===== src/rrs_pkg.sv =====
// Package with constants, types and the state encoding of the run-sync port
`default_nettype none
package rrs_pkg;
    localparam int unsigned CLK_HZ = 10_000_000;
    // Least start low time in microseconds, converted with whole cycles per microsecond
    localparam int unsigned START_MIN_US = 500;
    localparam int unsigned START_MIN_CYC = (START_MIN_US * (CLK_HZ / 1_000_000));
    // Start contact closure time in milliseconds
    localparam int unsigned RELAY_MS = 120;
    localparam int unsigned RELAY_CYC_DEF = RELAY_MS * (CLK_HZ / 1000);
    // Length of the start pulse the port drives itself, in cycles
    localparam int unsigned START_OUT_CYC = START_MIN_CYC + 1;
    localparam int unsigned CNT_W = 21;

    typedef enum logic [1:0] {RRS_IDLE, RRS_PREP, RRS_RUN} rrs_mode_t;

    // One open-drain line at the pins
    typedef struct packed {
        logic o;
        logic oe;
    } rrs_od_t;

    // Pins driven by the port
    typedef struct packed {
        rrs_od_t prepare;
        rrs_od_t start;
        rrs_od_t ready;
        rrs_od_t stop;
        logic relay_closed;
    } rrs_pins_out_t;

    // Requests from the instrument core
    typedef struct packed {
        logic sys_ready;
        logic local_prepare;
        logic local_start;
        logic local_stop;
        logic run_done;
    } rrs_core_req_t;

    // Indications to the instrument core
    typedef struct packed {
        rrs_mode_t mode;
        logic prep_evt;
        logic start_evt;
        logic stop_evt;
    } rrs_core_ind_t;
endpackage
`default_nettype wire


===== src/rrs_port.sv =====
// Run-synchronization port: shared open-drain lines and start contact closure
`default_nettype none
// Function
// - Lines are wired-AND; only pull low, never drive high.
// - Outside prepare low puts the device into its preparation state.
// - Ready released high only while the whole system is ready; else low.
// - Start low begins the run; device drives start low when starting itself.
// - Outside start must stay low 500 us; shorter pulses are ignored.
// - On run start close the isolated contact for 120 ms, then open it; the port opens it at once if the run ends sooner.
// - Stop low ends the run at once and returns to ready.
module rrs_port #(
    parameter int unsigned RELAY_CYC = rrs_pkg::RELAY_CYC_DEF
) (
    input wire logic clk,
    input wire logic rst,
    input wire logic prepare_in,
    input wire logic start_in,
    input wire logic ready_in,
    input wire logic stop_in,
    input wire rrs_pkg::rrs_core_req_t core_req,
    output rrs_pkg::rrs_pins_out_t pins,
    output rrs_pkg::rrs_core_ind_t ind
);
    import rrs_pkg::*;

    // ****************************************
    // Input synchronisers
    // ****************************************
    logic prep_s;
    logic start_s;
    logic stop_s;

    rrs_sync u_sync_prep (.clk(clk), .rst(rst), .d(prepare_in), .q(prep_s));
    rrs_sync u_sync_start (.clk(clk), .rst(rst), .d(start_in), .q(start_s));
    rrs_sync u_sync_stop (.clk(clk), .rst(rst), .d(stop_in), .q(stop_s));

    // Ready is sensed only by controllers; the port need not read it back
    logic ready_unused;
    assign ready_unused = ready_in;

    // ****************************************
    // State
    // ****************************************
    typedef struct packed {
        rrs_mode_t mode;
        logic [CNT_W-1:0] start_cnt;
        logic start_seen;
        logic [CNT_W-1:0] drive_cnt;
        logic [CNT_W-1:0] relay_cnt;
        logic relay;
        logic prep_evt;
        logic start_evt;
        logic stop_evt;
        logic [CNT_W-1:0] low_run;
    } rrs_state_t;

    rrs_state_t state;
    rrs_state_t next_state;
    logic ext_start;
    logic own_start;
    logic go;

    always_comb begin
        next_state = state;
        next_state.prep_evt = 1'b0;
        next_state.start_evt = 1'b0;
        next_state.stop_evt = 1'b0;
        ext_start = 1'b0;
        // Width counter saturates so a held line counts once
        if (!start_s && state.drive_cnt == '0) begin
            if (state.start_cnt != CNT_W'(START_MIN_CYC)) begin
                next_state.start_cnt = state.start_cnt + 1'b1;
            end
            if (state.start_cnt == CNT_W'(START_MIN_CYC - 1) && !state.start_seen) begin
                ext_start = 1'b1;
                next_state.start_seen = 1'b1;
            end
        end else if (start_s) begin
            next_state.start_cnt = '0;
            next_state.start_seen = 1'b0;
        end
        // Checker-only length of the present low run; unlike the width
        // counter it keeps counting while the port drives start, so it bounds every accepted start
        if (start_s) begin
            next_state.low_run = '0;
        end else if (state.low_run != '1) begin
            next_state.low_run = state.low_run + 1'b1;
        end
        own_start = core_req.local_start && state.mode != RRS_RUN;
        go = (ext_start && state.mode != RRS_RUN) || own_start;
        if (state.drive_cnt != '0) begin
            next_state.drive_cnt = state.drive_cnt - 1'b1;
        end
        if (state.relay_cnt != '0) begin
            next_state.relay_cnt = state.relay_cnt - 1'b1;
        end else begin
            next_state.relay = 1'b0;
        end
        case (state.mode)
            RRS_IDLE: begin
                if (!prep_s || core_req.local_prepare) begin
                    next_state.mode = RRS_PREP;
                    next_state.prep_evt = 1'b1;
                end
            end
            RRS_PREP: begin
                if (!stop_s || core_req.local_stop) begin
                    next_state.mode = RRS_IDLE;
                end
            end
            RRS_RUN: begin
                if (!stop_s || core_req.local_stop || core_req.run_done) begin
                    next_state.mode = RRS_IDLE;
                    next_state.stop_evt = 1'b1;
                    next_state.relay = 1'b0;
                    next_state.relay_cnt = '0;
                    next_state.drive_cnt = '0;
                end
            end
            default: begin
                next_state.mode = RRS_IDLE;
            end
        endcase
        if (go && !(state.mode == RRS_PREP && !stop_s)) begin
            next_state.mode = RRS_RUN;
            next_state.start_evt = 1'b1;
            next_state.relay = 1'b1;
            next_state.relay_cnt = CNT_W'(RELAY_CYC - 1);
            if (own_start) begin
                next_state.drive_cnt = CNT_W'(START_OUT_CYC);
            end
        end
    end

    always_ff @(posedge clk or posedge rst) begin
        if (rst) begin
            state <= '0;
        end else begin
            state <= next_state;
        end
    end

    // ****************************************
    // Pin drive
    // ****************************************
    always_comb begin
        // Outputs only ever sink; the pull-up makes the high level
        pins.prepare.o = 1'b0;
        pins.prepare.oe = 1'b0;
        pins.stop.o = 1'b0;
        pins.stop.oe = 1'b0;
        pins.start.o = 1'b0;
        pins.start.oe = state.drive_cnt != '0;
        pins.ready.o = 1'b0;
        // Busy while running, preparing or not ready in the core
        pins.ready.oe = !core_req.sys_ready || state.mode != RRS_IDLE;
        pins.relay_closed = state.relay;
    end

    // One driver for the whole indication word
    always_comb begin
        ind.mode = state.mode;
        ind.prep_evt = state.prep_evt;
        ind.start_evt = state.start_evt;
        ind.stop_evt = state.stop_evt;
    end

    // ****************************************
    // Checks
    // ****************************************
    chk_never_drive_high: assert property (@(posedge clk) disable iff (rst)
        !pins.start.o && !pins.ready.o && !pins.prepare.o && !pins.stop.o)
        else $error("line driven high");
    chk_prep_enters: assert property (@(posedge clk) disable iff (rst)
        (state.mode == RRS_IDLE && !prep_s && !go) |=> state.mode == RRS_PREP)
        else $error("prepare not taken");
    chk_prep_local: assert property (@(posedge clk) disable iff (rst)
        (state.mode == RRS_IDLE && core_req.local_prepare && !go) |=> state.mode == RRS_PREP)
        else $error("core prepare not taken");
    chk_prep_evt_once: assert property (@(posedge clk) disable iff (rst)
        state.prep_evt |=> !state.prep_evt)
        else $error("prepare event too long");
    chk_ready_released: assert property (@(posedge clk) disable iff (rst)
        (state.mode == RRS_IDLE && core_req.sys_ready) |-> !pins.ready.oe)
        else $error("ready held low while ready");
    chk_no_restart_run: assert property (@(posedge clk) disable iff (rst)
        state.mode == RRS_RUN |=> !state.start_evt)
        else $error("start taken during run");
    chk_ready_low_busy: assert property (@(posedge clk) disable iff (rst)
        state.mode == RRS_RUN |-> pins.ready.oe)
        else $error("ready released during run");
    chk_short_start_ignored: assert property (@(posedge clk) disable iff (rst)
        ext_start |-> state.low_run >= CNT_W'(START_MIN_CYC - 1))
        else $error("start taken too early");
    chk_relay_holds: assert property (@(posedge clk) disable iff (rst)
        (state.relay && state.relay_cnt != '0 && state.mode == RRS_RUN && stop_s
            && !core_req.local_stop && !core_req.run_done) |=> state.relay)
        else $error("relay opened before time");
    chk_relay_opens: assert property (@(posedge clk) disable iff (rst)
        $fell(state.relay) && state.mode == RRS_RUN |-> state.relay_cnt == '0)
        else $error("relay opened early");
    chk_relay_on_start: assert property (@(posedge clk) disable iff (rst)
        $rose(state.start_evt) |-> state.relay)
        else $error("relay not closed on start");
    chk_stop_ends_run: assert property (@(posedge clk) disable iff (rst)
        (state.mode == RRS_RUN && !stop_s) |=> state.mode == RRS_IDLE && !state.relay)
        else $error("stop ignored");
    chk_stop_drops_drive: assert property (@(posedge clk) disable iff (rst)
        (state.mode == RRS_RUN && (!stop_s || core_req.local_stop || core_req.run_done))
            |=> state.mode == RRS_IDLE && !pins.start.oe && state.stop_evt)
        else $error("run not ended");
    chk_own_start_drive: assert property (@(posedge clk) disable iff (rst)
        (own_start && stop_s) |=> pins.start.oe [*8])
        else $error("start not driven");
    cov_ext_start: cover property (@(posedge clk) disable iff (rst) ext_start);
    cov_stop_run: cover property (@(posedge clk) disable iff (rst) state.stop_evt);
    cov_own_start: cover property (@(posedge clk) disable iff (rst) own_start && stop_s);
    cov_prep_stop: cover property (@(posedge clk) disable iff (rst)
        state.mode == RRS_PREP ##1 state.mode == RRS_IDLE);
    cov_prep_run: cover property (@(posedge clk) disable iff (rst)
        state.mode == RRS_PREP ##1 state.mode == RRS_RUN);
endmodule
`default_nettype wire


===== src/rrs_sync.sv =====
// Two flip-flop synchroniser for one line, reset to the released (high) level
`default_nettype none
module rrs_sync (
    input wire logic clk,
    input wire logic rst,
    input wire logic d,
    output logic q
);
    import rrs_pkg::*;

    typedef struct packed {
        logic meta;
        logic q;
    } rrs_sync_state_t;

    rrs_sync_state_t state;
    rrs_sync_state_t next_state;

    always_comb begin
        next_state.meta = d;
        next_state.q = state.meta;
    end

    always_ff @(posedge clk or posedge rst) begin
        if (rst) begin
            state <= 2'h3;
        end else begin
            state <= next_state;
        end
    end

    assign q = state.q;
endmodule
`default_nettype wire


===== config.mk =====
export PLATFORM = sky130hd
export DESIGN_NAME = rrs_port
export DESIGN_NICKNAME = d
export VERILOG_FILES = /design/src/rrs_pkg.sv /design/src/rrs_port.sv /design/src/rrs_sync.sv
export SDC_FILE = /design/constraint.sdc
export NUM_CORES = 1
export LEC_CHECK = 0
export ABC_AREA = 0
export ABC_CLOCK_PERIOD_IN_PS = 2800
export BUFFER_PORTS_ARGS = -buffer_cell sky130_fd_sc_hd__buf_2
export CAP_MARGIN = 15
export CORE_MARGIN = 3
export CORE_UTILIZATION = 40
export DETAILED_ROUTE_END_ITERATION = 10
export HOLD_SLACK_MARGIN = 0.05
export PLACE_DENSITY = 0.67
export SYNTH_ARGS = -nofsm -noshare
export SYNTH_HDL_FRONTEND = slang
export SYNTH_SLANG_ARGS = --single-unit

===== constraint.sdc =====
create_clock -name clk -period 2.8 [get_ports clk]
set_clock_uncertainty 0.1 [all_clocks]
set_input_delay 0.14 -clock clk [delete_from_list [all_inputs] [get_ports clk]]
set_output_delay 0.14 -clock clk [all_outputs]
set_load 0.005 [all_outputs]

### After elaboration in Yosys (flattened, before gate mapping)

Cells that the tools add are included.

| operators by class | value |
|---|---|
| reduce and logical (&&, ||, !) cells | 26 |
| add/sub/neg operators | 3 |
| equality and inequality tests | 10 |
| muxes and demuxes | 23 |

Operators with widths:

| kind | count |
|---|---|
| 2-to-1 mux 43 bit | 3 |
| 2-to-1 mux 21 bit | 4 |
| 2-to-1 mux 22 bit | 2 |
| nonzero test 21 bit | 2 |
| subtractor 21 x 1 -> 21 bit, second input constant | 2 |
| adder 21 x 1 -> 21 bit, second input constant | 1 |
| equality test 21 x 13 -> 1 bit, second input constant | 1 |
| logical NOT 21 bit | 1 |
| != test 21 x 13 -> 1 bit, second input constant | 1 |
| 2-to-1 mux 1 bit | 9 |
| 2-to-1 mux 2 bit | 4 |
| logical AND 1 bit | 6 |
| logical NOT 1 bit | 6 |
| != test 3 bit, second input constant | 2 |
| case mux 2 bit (3 select lines) | 1 |
| logical OR 1 bit | 5 |
| != test 2 x 1 -> 1 bit, second input constant | 2 |
| AND reduction 2 bit | 2 |
| nonzero test 2 bit | 2 |
| != test 3 x 2 -> 1 bit, second input constant | 1 |
| AND reduction 3 bit | 1 |
| equality test 2 x 1 -> 1 bit, second input constant | 1 |
| equality test 2 bit, second input constant | 1 |
| logical NOT 2 bit | 1 |
| != test 2 bit, second input constant | 1 |

| word-level totals | value |
|---|---|
| output and inout port bits | 14 |
| bits of input ports | 11 |
| register bits after elaboration | 76 |
| word-level logic and storage cells | 77 |

### Depth between registers and ports, before layout

| depth | value |
|---|---|
| word-level depth | 9 |
| depth in mapped cells | 8 |
| mapped depth without buffers | 7 |

### Cells and area by module

From an unflattened synthesis, not the netlist that was laid out.

| second synthesis, totals | value |
|---|---|
| cell total of the unflattened synthesis | 423 |
| area total of the unflattened synthesis | 4196.5 µm² |

By module, submodules not included:

| module | times used | area an instance (µm²) | cells each | sequential area each (µm²) |
|---|---|---|---|---|
| rrs_port | 1 | 4027.6 | 414 | 1751.7 |
| rrs_sync | 3 | 56.3 | 3 | 52.6 |

### Worst setup path after synthesis

No wires, ideal clock.

| timing path | value |
|---|---|
| path kind | reg2reg |
| start | register state[31] (netlist bit) |
| end | register state[26] (netlist bit) |
| clock period less this slack | 2.424 ns |
| cell stages (with the launch flop) | 9 |
| data required time | 2.626 ns |
| setup time | 0.074 ns |
| buffers on the path | 3 |
| arrival time | 2.250 ns |
| slack | 0.376 ns |
| path through | dfrtp_1 -> or4_1 -> buf_2 -> or2_1 -> buf_6 -> or3_1 -> buf_2 -> mux2_4 -> o21ai_2 |

RTL lines:

| item | RTL line | text |
|---|---|---|
| from (decl) | rrs_port.sv:57 | `rrs_state_t state;` |
| from (signal assigned) | rrs_port.sv:139 | `state <= next_state;` |

==> impl_metrics.json <==
{
  "yosys.cell_types.count": 56,
  "synthFlopType": "dfrtp_1",
  "chipHeight_microns": 108,
  "gr-usage-met1_pct": 21.8,
  "slowest_stage": "or4_1",
  "tns_ps": 0,
  "drtPass1Iterations": 4,
  "drc": 0,
  "gp_congestion": 0.830,
  "root_buffer": "clkbuf_8",
  "max_slew_margin_pct": 54.6,
  "fmax_mhz": 372,
  "hold_path.class": "flop to flop",
  "antenna_found_initial": 0,
  "setup_ws_ps": 112,
  "crit_required_ps": 2560,
  "fin_util_pct": 47.0,
  "grt_util_met2_pct": 25.7,
  "netlist_instances": 438,
  "slew_viol_final": 0,
  "antenna_cells": 0,
  "grt_pass1_vias": 3173,
  "grt-ovfl-total": 0,
  "cts_setup_buffers": 0,
  "layout_common_cells": "70 x dfrtp_1, 44 x nor2_1, 27 x o21ai_0, 26 x xor2_1, 20 x nand2_1",
  "ir_drop_v": 0.000336,
  "cts_tree": "built",
  "critPathArrivalTime_ps": 2450,
  "worstPathCellList": "or4_1, or4_4, nor2_1, inv_1, buf_2",
  "cap_violations": 0,
  "fin_crit_ps": 2690,
  "status": "finished clean",
  "hold_violations": 0,
  "ys_ff_latch": 76,
  "layout.nets": 480,
  "grt_max_degree": 77,
  "synth_edf_count": 0,
  "dieArea_sq_um": 11700,
  "dpl_worst_slack_ps": 183,
  "grt_use_met3_pct": 2.81,
  "cpLargestDelayFamily": "simple AND/OR/NAND/NOR gates",
  "gr-usage-all-layers_pct": 16.0,
  "core_sq_um": 9950,
  "htree_num_levels": 3,
  "setup_violations": 0,
  "drive_gt1_share_pct": 15.8,
  "worst_slew_pin_slew_ps": 679,
  "clock-sinks": 76,
  "fin_crit_sh_pct": 96.0,
  "slowest_delay_ps": 670,
  "yosysWarningCount": 0,
  "io_pins": 25,
  "seq_area_frac_synth_pct": 45.9,
  "clk_latency_ps": 350,
  "clkTransAtPathRegs_ps": 80,
  "clk_path_buf_depth": 2,
  "syn_to_final_growth_pct": 12.5,
  "vias": 3243,
  "dr.first_iter.drc_count": 178,
  "wire_per_inst_microns": 14.4,
  "mostFrequentLayoutCell": "dfrtp_1",
  "rows": 36,
  "rsz0062_at_grt": "no",
  "syn_area_per_cell_sq_um": 9.49,
  "netlist_area_sq_um": 4160,
  "ant_nets": 0,
  "p_per_area_nw_per_um2": 617,
  "start_kind": "flop",
  "detail_route.wirelength_mm": 8.68,
  "viasPerCell": 5.39,
  "start_util_pct": 41.8,
  "end_kind": "primary output",
  "worst-path-buf-inv": 2,
  "portBuffers": 17,
  "crit_type": "flop to primary output",
  "grt_pass1_wl_mm": 15.1,
  "synthArstFlopShare_pct": 100,
  "cts_buffers": 9,
  "grt-busiest-layer": "met2",
  "hold_slack_ps": 259,
  "dp_hpwl_mm": 5.89,
  "p_leak_nw": 1.90,
  "fp.dieW_microns": 108,
  "cp_max_fo": 7
}
[worst paths after layout]
kind | from | to | slack (ps) | cells past startpoint
max in group asynchronous | rst | u_sync_start.q | 1930 | 4
min | u_sync_prep.next_state[0] | u_sync_prep.q | 260 | 0
max reg2reg | state[49] | state[87] | 170 | 5
min in group asynchronous | rst | state[26] | 290 | 4
max | state[49] | pins[5] | 110 | 5
min reg2reg | u_sync_prep.next_state[0] | u_sync_prep.q | 260 | 0
[state kept, by name, summed over array words and instances (netlist names)]
register                 cells
pins                         1
u_sync_prep.q                1
u_sync_start.q               1
u_sync_stop.next_state       1
u_sync_prep.next_state       1
u_sync_start.next_state      1
state                       64
ind                          5
u_sync_stop.q                1
[power by group]
| part | internal, mW | leakage, nW | switching (mW) | total, mW |
|---|---|---|---|---|
| clock | 0.440 | 0.0999 | 0.430 | 0.870 |
| combinational | 0.280 | 0.832 | 0.358 | 0.639 |
| sequential | 1.24 | 0.966 | 0.142 | 1.38 |
| total | 1.96 | 1.90 | 0.930 | 2.89 |
[synthesized netlist by cell type, types with 10 or more instances]
cell / number / share of area [%]
nand3_1: 17 / 2.0
clkbuf_1: 13 / 1.2
nand2b_1: 12 / 1.8
a21oi_1: 12 / 1.4
dfrtp_1: 70 / 42
xor2_1: 26 / 5.5
nor4_1: 15 / 2.3
inv_1: 16 / 1.4
xnor2_1: 10 / 2.1
o21ai_0: 27 / 3.3
or4_1: 12 / 2.2
nand2_1: 20 / 1.8
nor3_1: 19 / 2.3
nor2_1: 44 / 4.0
buf_4: 12 / 2.2
[per-stage QoR]
step	power (mW)	instances	area, sq um
2_1_floorplan	1.86	443	4180
3_3_place_gp	1.99	578	4390
3_5_place_dp	2.02	578	4390
4_1_cts	2.91	602	4670
5_1_grt	3.08	602	4680
6_report	2.89	602	4680
[metal layers]
| metal | part of all wire, % | routed length, microns | vias up |
|---|---|---|---|
| met3 | 3.5 | 301 | 6 |
| met1 | 47 | 4060 | 1583 |
| li1 | - | - | 1592 |
| met2 | 49 | 4240 | 62 |
| met4 | 0.94 | 82 | 0 |
| met5 | 0 | 0 | - |
[what timing repair did]
| item | in CTS | in global routing |
|---|---|---|
| hold endpoints to repair | 76 | 0 |
| setup endpoints to repair | 1 | 1 |
| gates resized for setup | 1 | 1 |
| hold buffers | 8 | 0 |
| pin swaps | 0 | 0 |
| gates cloned | 0 | 0 |
[cell type report]
cell class | instances | area (sq um)
clock buffers | 11 | 141
inverters | 17 | 63.8
multi-input cells | 318 | 2030
well taps | 133 | 166
repair buffers | 42 | 305
clock inverters | 5 | 60.1
fillers | 916 | 5280
flip-flops and latches | 76 | 1910
[kinds of logic after synthesis]
| group | share of synthesized area, % |
|---|---|
| fa+ha+maj | 1.51 |
| xor+xnor | 7.59 |
| simple gates | 25.2 |
| mux | 2.56 |
| compound gates | 11.3 |
| other cells | 0.0902 |
| buf+inv | 5.84 |
| flops | 45.9 |
Power figures use the tool's default switching activity.
